### config.mk
export PLATFORM = sky130hd
export DESIGN_NAME = tci_slave_port
export DESIGN_NICKNAME = d
export VERILOG_FILES = /design/src/tci_pkg.sv /design/src/tci_slave_port.sv
export SDC_FILE = /design/constraint.sdc
export NUM_CORES = 1
export LEC_CHECK = 0
export BUFFER_PORTS_ARGS = -buffer_cell sky130_fd_sc_hd__buf_4
export CORE_ASPECT_RATIO = 2
export CORE_MARGIN = 4
export CORE_UTILIZATION = 62
export DETAILED_ROUTE_END_ITERATION = 8
export PLACE_DENSITY = 0.84
export SETUP_SLACK_MARGIN = 0.3
export SYNTH_ARGS = -nofsm -noshare
export SYNTH_HDL_FRONTEND = slang
export SYNTH_SLANG_ARGS = --single-unit
export TNS_END_PERCENT = 100
### constraint.sdc
create_clock -name sys_clk -period 6.7 [get_ports sys_clk]
set_clock_uncertainty 0.05 [all_clocks]
set_input_delay 0.335 -clock sys_clk [delete_from_list [all_inputs] [get_ports sys_clk]]
set_output_delay 0.335 -clock sys_clk [all_outputs]
set_load 0.005 [all_outputs]
### src/tci_pkg.sv
/*
  package for the touch controller serial target port: bus target address
  pairs, byte framing constants, protocol states and the write-request
  carrier.
  assumes a 100 MHz system clock and a host that keeps SCL at or below the
  recommended bit rate.
*/
package tci_pkg;

  // system clock and recommended serial bit rate
  localparam int TCI_SYS_CLK_HZ = 100_000_000;
  localparam int TCI_SCL_MAX_HZ = 400_000;
  // fewest system clocks in one serial bit at the top rate
  localparam int TCI_SCL_MIN_CYC = TCI_SYS_CLK_HZ / TCI_SCL_MAX_HZ;

  // register pointer and data widths
  localparam int TCI_PTR_W = 16;
  localparam int TCI_DATA_W = 8;

  // target address pairs: even byte writes, odd byte reads
  localparam logic [7:0] TCI_ADDR_PRI_WR = 8'hba;
  localparam logic [7:0] TCI_ADDR_ALT_WR = 8'h28;

  // bits in one byte before the acknowledge clock
  localparam logic [3:0] TCI_BYTE_BITS = 4'h8;
  // pointer step after each byte moved
  localparam logic [TCI_PTR_W-1:0] TCI_PTR_STEP = 16'h0001;
  localparam logic [TCI_PTR_W-1:0] TCI_PTR_RST = 16'h0000;

  // pin input index into the synchroniser bank
  localparam int TCI_PIN_SCL = 0;
  localparam int TCI_PIN_SDA = 1;
  localparam int TCI_PIN_STRAP = 2;
  localparam int TCI_PIN_N = 3;

  // link states
  typedef enum logic [2:0] {
    TCI_ST_IDLE,
    TCI_ST_RX,
    TCI_ST_RX_ACK,
    TCI_ST_TX,
    TCI_ST_TX_ACK
  } tci_state_e;

  // which byte of a write transaction is arriving
  typedef enum logic [1:0] {
    TCI_PH_ADDR,
    TCI_PH_PTR_H,
    TCI_PH_PTR_L,
    TCI_PH_DATA
  } tci_phase_e;

  // one register write towards the controller core
  typedef struct packed {
    logic [TCI_PTR_W-1:0] addr;
    logic [TCI_DATA_W-1:0] data;
  } tci_wr_s;

endpackage

### src/tci_slave_port.sv
/*
  two-wire serial target port of the touch controller: start/stop detection,
  address match on one of two strapped pairs, 16-bit register pointer with
  auto increment, burst writes and continuous reads.
  assumes open-drain pins resolved outside (sda_oe_n low pulls the wire to
  sda_o), the register core answering a read strobe with rd_data on the
  next clock, and SCL far slower than sys_clk.
*/
`timescale 1ns/1ps

module tci_slave_port (
  // clock and reset
  input wire logic sys_clk,
  input wire logic rst_n,
  // serial pins
  input wire logic scl_i,
  input wire logic sda_i,
  output logic sda_o,
  output logic sda_oe_n,
  // address strap level, sampled once after reset release
  input wire logic addr_strap_i,
  // register core side
  output tci_pkg::tci_wr_s wr_req,
  output logic wr_stb,
  output logic rd_stb,
  output logic [tci_pkg::TCI_PTR_W-1:0] rd_addr,
  input wire logic [tci_pkg::TCI_DATA_W-1:0] rd_data,
  // status
  output logic busy,
  output logic alt_addr
);
  import tci_pkg::*;

  logic [1:0] rst_sync_r;
  logic rst_n_i;
  logic [TCI_PIN_N-1:0] pin_in;
  logic [TCI_PIN_N-1:0] meta_r;
  logic [TCI_PIN_N-1:0] sync_r;
  logic scl_d_r;
  logic sda_d_r;
  logic scl_s;
  logic sda_s;
  logic scl_rise;
  logic scl_fall;
  logic start_det;
  logic stop_det;
  logic [1:0] strap_wait_r;
  logic strap_done_r;
  logic alt_addr_r;
  tci_state_e state_r;
  tci_phase_e phase_r;
  logic [3:0] bit_cnt_r;
  logic [7:0] shift_r;
  logic rd_mode_r;
  logic [TCI_PTR_W-1:0] ptr_r;
  logic [7:0] tx_buf_r;
  logic rd_pend_r;
  logic sda_oe_n_r;
  logic sda_o_r;
  tci_wr_s wr_req_r;
  logic wr_stb_r;
  logic rd_stb_r;
  logic [TCI_PTR_W-1:0] rd_addr_r;
  logic busy_r;

  // true when the upper seven bits name the strapped target
  // strapped pair match
  function automatic logic addr_hit(input logic [7:0] b, input logic alt);
    logic [7:0] want;
    want = alt ? TCI_ADDR_ALT_WR : TCI_ADDR_PRI_WR;
    addr_hit = (b[7:1] == want[7:1]);
  endfunction

  // reset release through two flops; assertion stays asynchronous
  always_ff @(posedge sys_clk or negedge rst_n) begin
    if (!rst_n) begin
      rst_sync_r <= 2'h0;
    end else begin
      rst_sync_r <= {rst_sync_r[0], 1'b1};
    end
  end
  assign rst_n_i = rst_sync_r[1];

  // pins arrive from the host's clock world, so each takes two flops
  assign pin_in[TCI_PIN_SCL] = scl_i;
  assign pin_in[TCI_PIN_SDA] = sda_i;
  assign pin_in[TCI_PIN_STRAP] = addr_strap_i;
  generate
    for (genvar i = 0; i < TCI_PIN_N; i++) begin : g_sync
      always_ff @(posedge sys_clk or negedge rst_n_i) begin
        if (!rst_n_i) begin
          meta_r[i] <= 1'b1;
          sync_r[i] <= 1'b1;
        end else begin
          meta_r[i] <= pin_in[i];
          sync_r[i] <= meta_r[i];
        end
      end
    end
  endgenerate

  // previous synced levels for edge and condition detection
  always_ff @(posedge sys_clk or negedge rst_n_i) begin
    if (!rst_n_i) begin
      scl_d_r <= 1'b1;
      sda_d_r <= 1'b1;
    end else begin
      scl_d_r <= scl_s;
      sda_d_r <= sda_s;
    end
  end

  assign scl_s = sync_r[TCI_PIN_SCL];
  assign sda_s = sync_r[TCI_PIN_SDA];
  assign scl_rise = scl_s & ~scl_d_r;
  assign scl_fall = ~scl_s & scl_d_r;
  assign start_det = scl_s & scl_d_r & sda_d_r & ~sda_s;
  assign stop_det = scl_s & scl_d_r & ~sda_d_r & sda_s;

  // strap capture once
  // the synchroniser shows its reset value for two clocks after release, so
  // the capture waits for two fill clocks before it trusts the strap level
  always_ff @(posedge sys_clk or negedge rst_n_i) begin
    if (!rst_n_i) begin
      strap_wait_r <= 2'h0;
      strap_done_r <= 1'b0;
      alt_addr_r <= 1'b0;
    end else begin
      strap_wait_r <= {strap_wait_r[0], 1'b1};
      if (strap_wait_r[1] && !strap_done_r) begin
        strap_done_r <= 1'b1;
        alt_addr_r <= sync_r[TCI_PIN_STRAP];
      end
    end
  end

  // read data arrives one clock after the strobe; scl is far slower, so the
  // buffer is full long before the next falling edge needs it
  always_ff @(posedge sys_clk or negedge rst_n_i) begin
    if (!rst_n_i) begin
      rd_pend_r <= 1'b0;
      tx_buf_r <= 8'h00;
    end else begin
      rd_pend_r <= rd_stb_r;
      if (rd_pend_r) begin
        tx_buf_r <= rd_data;
      end
    end
  end

  // protocol engine: state, bit count, shifter, pointer and pin drive
  // reacts to host conditions first, then to scl edges
  always_ff @(posedge sys_clk or negedge rst_n_i) begin
    if (!rst_n_i) begin
      state_r <= TCI_ST_IDLE;
      phase_r <= TCI_PH_ADDR;
      bit_cnt_r <= 4'h0;
      shift_r <= 8'h00;
      rd_mode_r <= 1'b0;
      ptr_r <= TCI_PTR_RST;
      sda_oe_n_r <= 1'b1;
      wr_req_r <= '0;
      wr_stb_r <= 1'b0;
      rd_stb_r <= 1'b0;
      rd_addr_r <= TCI_PTR_RST;
    end else begin
      wr_stb_r <= 1'b0;
      rd_stb_r <= 1'b0;
      if (start_det) begin
        state_r <= TCI_ST_RX;
        phase_r <= TCI_PH_ADDR;
        bit_cnt_r <= 4'h0;
        sda_oe_n_r <= 1'b1;
      end else if (stop_det) begin
        state_r <= TCI_ST_IDLE;
        sda_oe_n_r <= 1'b1;
      end else begin
        case (state_r)
          TCI_ST_IDLE: begin
            sda_oe_n_r <= 1'b1;
          end
          TCI_ST_RX: begin
            if (scl_rise) begin
              shift_r <= {shift_r[6:0], sda_s};
              bit_cnt_r <= bit_cnt_r + 4'h1;
            end else if (scl_fall && bit_cnt_r == TCI_BYTE_BITS) begin
              bit_cnt_r <= 4'h0;
              state_r <= TCI_ST_RX_ACK;
              sda_oe_n_r <= 1'b0;
              case (phase_r)
                TCI_PH_ADDR: begin
                  if (addr_hit(shift_r, alt_addr_r)) begin
                    rd_mode_r <= shift_r[0];
                    phase_r <= TCI_PH_PTR_H;
                    if (shift_r[0]) begin
                      rd_stb_r <= 1'b1;
                      rd_addr_r <= ptr_r;
                      ptr_r <= ptr_r + TCI_PTR_STEP;
                    end
                  end else begin
                    state_r <= TCI_ST_IDLE;
                    sda_oe_n_r <= 1'b1;
                  end
                end
                TCI_PH_PTR_H: begin
                  ptr_r[TCI_PTR_W-1:8] <= shift_r;
                  phase_r <= TCI_PH_PTR_L;
                end
                TCI_PH_PTR_L: begin
                  ptr_r[7:0] <= shift_r;
                  phase_r <= TCI_PH_DATA;
                end
                TCI_PH_DATA: begin
                  wr_stb_r <= 1'b1;
                  wr_req_r <= '{addr: ptr_r, data: shift_r};
                  ptr_r <= ptr_r + TCI_PTR_STEP;
                end
                default: begin
                  state_r <= TCI_ST_IDLE;
                  sda_oe_n_r <= 1'b1;
                end
              endcase
            end
          end
          TCI_ST_RX_ACK: begin
            // ack clock ends on its falling edge; read goes on to data
            if (scl_fall) begin
              if (rd_mode_r) begin
                sda_oe_n_r <= tx_buf_r[7];
                shift_r <= {tx_buf_r[6:0], 1'b0};
                bit_cnt_r <= 4'h1;
                state_r <= TCI_ST_TX;
              end else begin
                sda_oe_n_r <= 1'b1;
                state_r <= TCI_ST_RX;
              end
            end
          end
          TCI_ST_TX: begin
            if (scl_fall) begin
              if (bit_cnt_r == TCI_BYTE_BITS) begin
                sda_oe_n_r <= 1'b1;
                bit_cnt_r <= 4'h0;
                state_r <= TCI_ST_TX_ACK;
              end else begin
                sda_oe_n_r <= shift_r[7];
                shift_r <= {shift_r[6:0], 1'b0};
                bit_cnt_r <= bit_cnt_r + 4'h1;
              end
            end
          end
          TCI_ST_TX_ACK: begin
            if (scl_rise) begin
              if (!sda_s) begin
                rd_stb_r <= 1'b1;
                rd_addr_r <= ptr_r;
                ptr_r <= ptr_r + TCI_PTR_STEP;
                state_r <= TCI_ST_RX_ACK;
              end else begin
                sda_oe_n_r <= 1'b1;
                state_r <= TCI_ST_IDLE;
              end
            end
          end
          default: begin
            state_r <= TCI_ST_IDLE;
            sda_oe_n_r <= 1'b1;
          end
        endcase
      end
    end
  end

  // open drain: the driven level is always low, only the enable moves
  always_ff @(posedge sys_clk or negedge rst_n_i) begin
    if (!rst_n_i) begin
      sda_o_r <= 1'b0;
      busy_r <= 1'b0;
    end else begin
      sda_o_r <= 1'b0;
      busy_r <= (state_r != TCI_ST_IDLE);
    end
  end

  // outputs straight from flops
  assign sda_o = sda_o_r;
  assign sda_oe_n = sda_oe_n_r;
  assign wr_req = wr_req_r;
  assign wr_stb = wr_stb_r;
  assign rd_stb = rd_stb_r;
  assign rd_addr = rd_addr_r;
  assign busy = busy_r;
  assign alt_addr = alt_addr_r;

endmodule // tci_slave_port

; ---- After elaboration in Yosys (flattened, before gate mapping)
; Index checks and enable logic that the tools add are counted.
[word_totals]
regBits = 101
input_bits = 13
out_inout_bits = 46
word_cells = 188
[classes]
addsub = 2
eq_ne = 40
muxes = 82
bitwise_logic = 14
n_reduce_logical = 22
[ops]
columns = cell, n
row1 = 16-bit 2-to-1 mux, 13
row2 = 8-bit case mux with 3 select lines, 3
row3 = 16-bit case mux with 2 select lines, 2
row4 = 8-bit 2-to-1 mux, 6
row5 = "4-bit != test, second input constant", 9
row6 = 4-bit 2-to-1 mux, 8
row7 = 10-bit AND reduction, 3
row8 = 1-bit 2-to-1 mux, 27
row9 = "2-bit != test, second input constant", 13
row10 = 3-bit 2-to-1 mux, 8
row11 = 6-bit AND reduction, 4
row12 = "3-bit != test, second input constant", 7
row13 = 2-bit 2-to-1 mux, 10
row14 = "16-bit by 1-bit adder with 16-bit output, second input constant", 1
row15 = 3-bit case mux with 5 select lines, 1
row16 = 7-bit AND reduction, 2
row17 = 4-bit case mux with 3 select lines, 1
row18 = 8-bit AND reduction, 1
row19 = 4-bit nonzero test, 2
row20 = 1-bit bitwise AND, 7
row21 = 7-bit == test, 1
row22 = 1-bit inverter, 7
row23 = "3-bit by 2-bit == test with 1-bit output, second input constant", 2
row24 = 2-bit case mux with 3 select lines, 1
row25 = 16 further kinds, 21

; ---- Longest topological paths before layout
; Gate-level depths: netlist of the first run.
[logic_depth]
ltp_word = 9
mapped_depth = 9
depth_no_buf = 8

; ---- Worst setup path after synthesis of the first run
; OpenSTA, ideal clock, no wires.
[synth_timing]
path_kind = register -> register
startpoint = register shift_r[1]
endpoint = register rd_addr_r[0], in the netlist rd_addr[0]
setup_ps = 125
arrival_time_ps = 1838
required_time_ps = 6525
slack_ps = 4687
stages_incl_launch_ff = 6
path_buffers = 1
period_less_slack_ps = 2013
path_cell_list = dfrtp_1 or4b_4 a21oi_2 a41oi_1 buf_4 mux2_4
[synth_between]
elab_chain_len = 3
[synth_rtl]
columns = item, line
row1 = start: declaration, tci_slave_port.sv:53  ; logic [7:0] shift_r;
row2 = start signal: assignment, tci_slave_port.sv:184  ; shift_r <= {shift_r[6:0], sda_s};
row3 = start signal: assignment, tci_slave_port.sv:230  ; shift_r <= {tx_buf_r[6:0], 1'b0};
row4 = start signal: assignment, tci_slave_port.sv:247  ; shift_r <= {shift_r[6:0], 1'b0};
row5 = 7-bit == test, tci_slave_port.sv:71  ; addr_hit = (b[7:1] == want[7:1]);
row6 = 2-bit != test (no line), n/a
row7 = 10-bit AND reduction (no line), n/a
row8 = end signal: assignment, tci_slave_port.sv:197  ; rd_addr_r <= ptr_r;
row9 = end signal: assignment, tci_slave_port.sv:256  ; rd_addr_r <= ptr_r;
row10 = end: declaration, tci_slave_port.sv:63  ; logic [TCI_PTR_W-1:0] rd_addr_r;
; No other way between the ends.
; A chain may end at the register's enable or synchronous reset.

; ---- Worst setup path in the final report of the first run
[layout_timing]
startpoint = register state_r[0]
endpoint = register wr_req_r (netlist bit wr_req[22])
[layout_between]
elab_chain_len = 2
[layout_rtl]
columns = item, line
row1 = start: declaration, tci_slave_port.sv:50  ; tci_state_e state_r;
row2 = start signal: assignment, tci_slave_port.sv:155  ; state_r <= TCI_ST_IDLE;
row3 = start signal: assignment, tci_slave_port.sv:170  ; state_r <= TCI_ST_RX;
row4 = start signal: assignment, tci_slave_port.sv:175  ; state_r <= TCI_ST_IDLE;
row5 = 3-bit by 1-bit == test with 1-bit output, tci_slave_port.sv:178  ; case (state_r)
row6 = 6-bit AND reduction (no line), n/a
row7 = end signal: assignment, tci_slave_port.sv:215  ; wr_req_r <= '{addr: ptr_r, data: shift_r};
row8 = end: declaration, tci_slave_port.sv:60  ; tci_wr_s wr_req_r;
; No other way between the ends.

==> run summary, run 1 <==
Area of the multi-input gates: 2131 sq um
EDFF count, synth: 0
Worst hold path class: in2reg
Share of layout cells above drive strength 1: 26.45%
Initial Util: 63.21%
Post-DRT Antenna Nets: 0
Routability Congestion: 0.9366
Crit path cell chain: or3b_1, nor3_2, nand2_1, inv_1, nand2_1, nand2_1
Fin crit share: 47.38%
Crit Path Class: reg2reg
Most used cell along the critical path: nand2_1
CP max-delay cell: inv_1
FILL cells: 533
DIE AREA: 9307 sq um
Via density: 6.230
Nets: 534
Slew @ Worst Pin: 0.9086 ns
Mapped cell area: 4805 sq um
Vias in the first global route: 4,061
Crit-path max FO: 28
Worst EP required: 6.92 ns
Post-CTS setup buffer count: 0
First-pass GRT wire length: 19,890 microns
CP Capture Type: flop
Period minus WS final: 3.175 ns
Most used DFF post-synth: dfrtp_1
Seq/Total Area, Yosys: 52.84%
Unique cell type count in the Yosys netlist: 62
Initial DRC count: 362
Peak supply drop: 0.2076 mV
RSZ-0062 raised after global routing: no
CTS tree: built
Synth area leader: dfrtp_1
Initial antenna violation count: 0
Top Family by Delay on Critical Path: simple AND/OR/NAND/NOR gates
Startpoint class of the critical path: flop
Root Driver: clkbuf_16
Synth Instances: 461
Worst-Skew Late Latency: 0.35 ns
Storage cell area: 2542 sq um
Final WL: 12,040 microns
Final Max Tran Viols: 0
Post-CTS sizing: 0
DRC Markers: 0
N_diodes: 0
TritonCTS Sinks: 101
WHS: 0.04219 ns
P_leak: 2.720 nW
DIE HEIGHT: 132.5 microns
Top-area cell type share of the netlist area: 47.92%
Total GRT Usage: 27.60%
Pin count of the biggest net entering global routing: 73
Status: completed
Slew margin rel.: 39.43%
Dpl cell area: 5294 sq um
Asr flop ratio synth: 100.0%
Slowest stage delay, CP: 0.76 ns
Placement row count: 45
Total CTS buffers: 9
Register bit total from synthesis: 101
H-tree depth: 3
# setup viols final: 0
Drt pass-1 iters: 5
Area Growth Syn to Fin: 16.69%
Core area: 7601 sq um
# hold bufs at CTS: 1
Ys Warns: 0
Total negative slack: 0 ns
Synth top area cells: dfrtp_1, nand2_1, mux2_2, dfstp_2, mux2_4
Mean Syn Cell Area: 10.42 sq um
I/O pins: 59
Max cap viols: 0
Fmax: 315.0 MHz
Final Hold Fails: 0
Final Instance Area: 5607 sq um
Most common cell in the netlist: dfrtp_1
Buffer and inverter count on the worst path: 1
DR vias: 3,813
Arrival @ worst endpoint: 3.40 ns
Total gr overflow: 0
Clk pin slew, worst setup/hold paths: 0.07 ns
Die width: 70.25 microns
I/O Buffers: 57
Maximum root-to-sink buffer count: 2
Placed wire-length estimate: 8443 microns
WL per Instance: 19.68 microns
Commonest cells post-synth: dfrtp_1, nand2_1, mux2_2, nor2_1, o21ai_0
PwrDens: 237.3 nW/um^2
==> registers in the layout, summed over array words and instances (netlist names), 2 cells and up <==
signal / count
rst_sync_r: 2
bit_cnt_r: 4
strap_wait_r: 2
rd_addr: 16
state_r: 3
wr_req: 24
tx_buf_r: 8
shift_r: 8
meta_r: 3
ptr_r: 16
phase_r: 2
==> routing by layer <==
metal / track usage, % / part of all wire (%) / routed length, microns
met1: 27.26 / 33 / 3962
met4: 19.40 / 7.3 / 874
met3: 5.779 / 4.5 / 539
met2: 49.53 / 55 / 6667
met5: 0 / 0 / 0
==> through the flow <==
step,power [mW],setup WS [ns],util (%),cells
floorplan,0.7624,3.644,-,462
global placement,0.8073,3.795,69.65,595
detailed placement,0.8139,3.644,69.65,595
CTS,1.338,3.575,73.76,612
global route,1.382,3.317,73.76,612
finish,1.330,3.525,73.76,612
==> cells by family (layout without fill, tap and decap cells) <==
group	count (synthesis)	after routing	share of synthesized area, %
and+or+nand+nor	185	185	18.54
DFF	101	101	52.84
AOI/OAI and AO/OA	85	85	12.19
muxes	44	44	10.96
buffers and inverters	35	91	3.047
adders and majority gates	8	8	2.083
other	2	3	0.1563
xor gates and xnor gates	1	1	0.1823
==> layout by cell type (no fill, tap or decap), types with 4 or more instances in the layout <==
cell type  Yosys  routed
mux2i_1        5       5
buf_4          2      60
nand4_1        4       4
mux2_4        10      10
nor2_1        27      27
a211oi_1       5       5
o22ai_1        4       4
dfstp_2        9       9
a31oi_1        6       6
clkbuf_16      0       9
o21ai_0       18      18
o31ai_1        5       5
nand3_1       11      11
dfrtp_1       92      91
nor3_1        13      13
nand2_1       89      89
a21oi_1       14      14
nor2b_1        5       5
a2bb2oi_1      6       6
nand2b_1       4       4
ha_1           8       8
mux2_2        27      27
inv_1         14      14
==> path summary, 6_finish.rpt <==
| check | from | to | slack, ns | cells after the start |
|---|---|---|---|---|
| worst max-delay path | state_r[0]$_DFFE_PN0P_ | wr_req[22]$_DFFE_PN0P_ | 3.53 | 6 |
| worst min-delay path | scl_i | meta_r[0]$_DFF_PN1_ | 0.04 | 1 |
| worst max register to register | state_r[0]$_DFFE_PN0P_ | wr_req[22]$_DFFE_PN0P_ | 3.53 | 6 |
| worst min register to register | rst_sync_r[1]$_DFF_PN0_ | tx_buf_r[3]$_DFFE_PN0P_ | 0.20 | 0 |
| max in group asynchronous | rst_sync_r[1]$_DFF_PN0_ | wr_req[15]$_DFFE_PN0P_ | 5.15 | 1 |
| min in group asynchronous | rst_sync_r[1]$_DFF_PN0_ | tx_buf_r[3]$_DFFE_PN0P_ | 0.20 | 0 |
==> worst register-to-register path, stage by stage, from the launching register on <==
cell and delay (ns):
dfrtp_1 0.67, or3b_1 0.44, nor3_2 0.32, nand2_1 0.59, inv_1 0.77, nand2_1 0.14, nand2_1 0.12
==> layout make-up <==
| cell class | count | area share [%] |
|---|---|---|
| flip-flops and latches | 101 | 45.35 |
| multi-input cells | 326 | 38.00 |
| inverters | 14 | 0.9373 |
| clock inverters | 4 | 1.004 |
| clock buffers | 12 | 4.396 |
| repair buffers | 61 | 8.212 |
| well taps | 94 | 2.098 |
==> power by group <==
part | total (mW) | switching, mW | internal, mW
Combinational | 0.101 | 0.0465 | 0.0546
Clock | 0.525 | 0.223 | 0.303
Sequential | 0.704 | 0.0639 | 0.640
No activity file was read; power rests on OpenSTA's default activity.
==> run 2, diff against run 1 <==
--- a/config.mk
+++ b/config.mk
@@ -8,9 +8,9 @@
 export BUFFER_PORTS_ARGS = -buffer_cell sky130_fd_sc_hd__buf_4
 export CORE_ASPECT_RATIO = 2
 export CORE_MARGIN = 4
-export CORE_UTILIZATION = 62
+export CORE_UTILIZATION = 52
 export DETAILED_ROUTE_END_ITERATION = 8
-export PLACE_DENSITY = 0.84
+export PLACE_DENSITY = 0.75
 export SETUP_SLACK_MARGIN = 0.3
 export SYNTH_ARGS = -nofsm -noshare
 export SYNTH_HDL_FRONTEND = slang
==> constraint.sdc (replaced) <==
create_clock -name sys_clk -period 2.7 [get_ports sys_clk]
set_clock_uncertainty 0.05 [all_clocks]
set_input_delay 0.135 -clock sys_clk [delete_from_list [all_inputs] [get_ports sys_clk]]
set_output_delay 0.135 -clock sys_clk [all_outputs]
set_load 0.005 [all_outputs]
==> run summary, run 2 (synthesis results as in run 1) <==
Status: completed
Placed wire-length estimate: 8997 microns
Switching Share: 25.43%
WL per Instance: 18.62 microns
Core area: 9012 sq um
DR vias: 3,811
Commonest non-fill, non-tap cell in the layout: dfrtp_1
Fmax: 442.2 MHz
Worst EP required: 2.87 ns
DIE HEIGHT: 143.9 microns
Worst hold path class: in2async
Period minus WS final: 2.261 ns
Max reg flops: 24
P_leak: 2.864 nW
Maximum root-to-sink buffer count: 2
Pin count of the biggest net entering global routing: 50
DIE AREA: 10,940 sq um
Post-CTS setup buffer count: 0
Crit-path max FO: 12
Share of layout cells above drive strength 1: 29.27%
Commonest non-fill, non-tap cells in the layout: dfrtp_1, nand2_1, buf_4
N_diodes: 0
First-pass GRT wire length: 20,020 microns
Clock network power share: 38.7%
Flop pwr share: 49.3%
Startpoint class of the critical path: flop
TritonCTS Sinks: 101
PwrDens: 576.9 nW/um^2
Post-DRT Antenna Nets: 0
P_sw: 865.5 uW
Die width: 75.97 microns
Root Driver: clkbuf_16
Clk pin slew, worst setup/hold paths: 0.07 ns
Final WL: 12,140 microns
Vias in the first global route: 3,958
I/O pins: 59
Comb power frac: 12.0%
Nets: 566
FF-to-FF End: ptr_r[0]$_DFFE_PN0P_
Arrival @ worst endpoint: 2.43 ns
Initial Util: 53.31%
H-tree depth: 3
CP endpoint: ptr_r[0]$_DFFE_PN0P_
Initial DRC count: 252
Dpl ws: 0.2867 ns
Post-layout util: 65.46%
CTS tree: built
I/O Buffers: 57
Final Hold Fails: 0
RSZ-0062 raised after global routing: no
Worst r2r src: state_r[2]$_DFFE_PN0P_
Placement row count: 49
Routability Congestion: 0.9834
Crit Path Class: reg2reg
Slew margin rel.: 57.49%
Slew @ Worst Pin: 0.6376 ns
Total gr overflow: 0
Total CTS buffers: 9
Reg2reg path depth: 6
Area Growth Syn to Fin: 22.79%
Internal power: 2.538 mW
DRC Markers: 0
# setup viols final: 0
Initial antenna violation count: 0
Drt pass-1 iters: 5
CP Capture Type: flop
Inst Count DP: 624
CP startpoint: state_r[2]$_DFFE_PN0P_
Total GRT Usage: 23.21%
Max cap viols: 0
Setup ws final: 0.4387 ns
Peak supply drop: 0.4817 mV
Via density: 5.845
Final Max Tran Viols: 0
Post-Layout Cell Count: 652
R2R Setup Slk: 0.44 ns
Fin crit share: 83.75%
Worst-Skew Late Latency: 0.35 ns
Total negative slack: 0 ns
## run 2: worst min path at each step
stage,cells past startpoint,from,slack [ns],end
finish,2,rst_n,0.04,rst_sync_r[1]$_DFF_PN0_
global route,2,rst_n,0.05,rst_sync_r[1]$_DFF_PN0_
CTS,2,rst_n,0.04,rst_sync_r[1]$_DFF_PN0_
detailed placement,1,rst_n,-0.13,rst_sync_r[0]$_DFF_PN0_
global placement,1,rst_n,-0.13,rst_sync_r[0]$_DFF_PN0_
floorplan,0,rst_n,-0.21,rst_sync_r[0]$_DFF_PN0_
## run 2: worst max-delay path, cell delays in order (launching register included)
cell and delay [ns]:
dfrtp_1 0.49, or3b_1 0.46, nor3_2 0.34, a21oi_2 0.18
buf_4 0.22, o31ai_1 0.29, o31ai_2 0.10
## run 2: cell type report
class | count | area (sq um)
Inverter | 14 | 56.30
Fill cell | 733 | 3113
Sequential cell | 101 | 2542
Clock buffer | 12 | 246.5
Tap cell | 102 | 127.6
Timing Repair Buffer | 93 | 728.2
Clock inverter | 4 | 57.56
Multi-Input combinational cell | 326 | 2141
## run 2: power groups by stage
| stage | Clock [mW] | Combinational, mW | Sequential, mW |
|---|---|---|---|
| after global placement | 0 | 0.379 | 1.70 |
| after detailed placement | 0 | 0.392 | 1.70 |
| after CTS | 1.34 | 0.409 | 1.68 |
| after floorplan | 0 | 0.191 | 1.70 |
| final | 1.32 | 0.408 | 1.68 |
| after global routing | 1.41 | 0.440 | 1.69 |
## run 2: through the flow
step	total power, mW	area [sq um]	hold slack [ns]
finish	3.403	5899	0.04300
floorplan	1.892	4810	-0.2106
detailed placement	2.096	5461	-0.1308
global placement	2.078	5461	-0.1320
global route	3.536	5899	0.04766
CTS	3.422	5891	0.04149
## run 2: timing repair
action,CTS,global route
gates resized for setup,1,3
cloned,0,0
hold endpoints to repair,13,0
hold buffers,12,0
setup endpoints to repair,1,17
## run 2: metal layers
layer | wire length (microns) | global-route usage (%) | vias to the layer above
li1 | - | - | 1787
met1 | 4213 | 23.22 | 1851
met4 | 718 | 15.10 | 0
met2 | 6686 | 42.81 | 124
met3 | 520 | 4.642 | 49
met5 | 0 | 0 | -
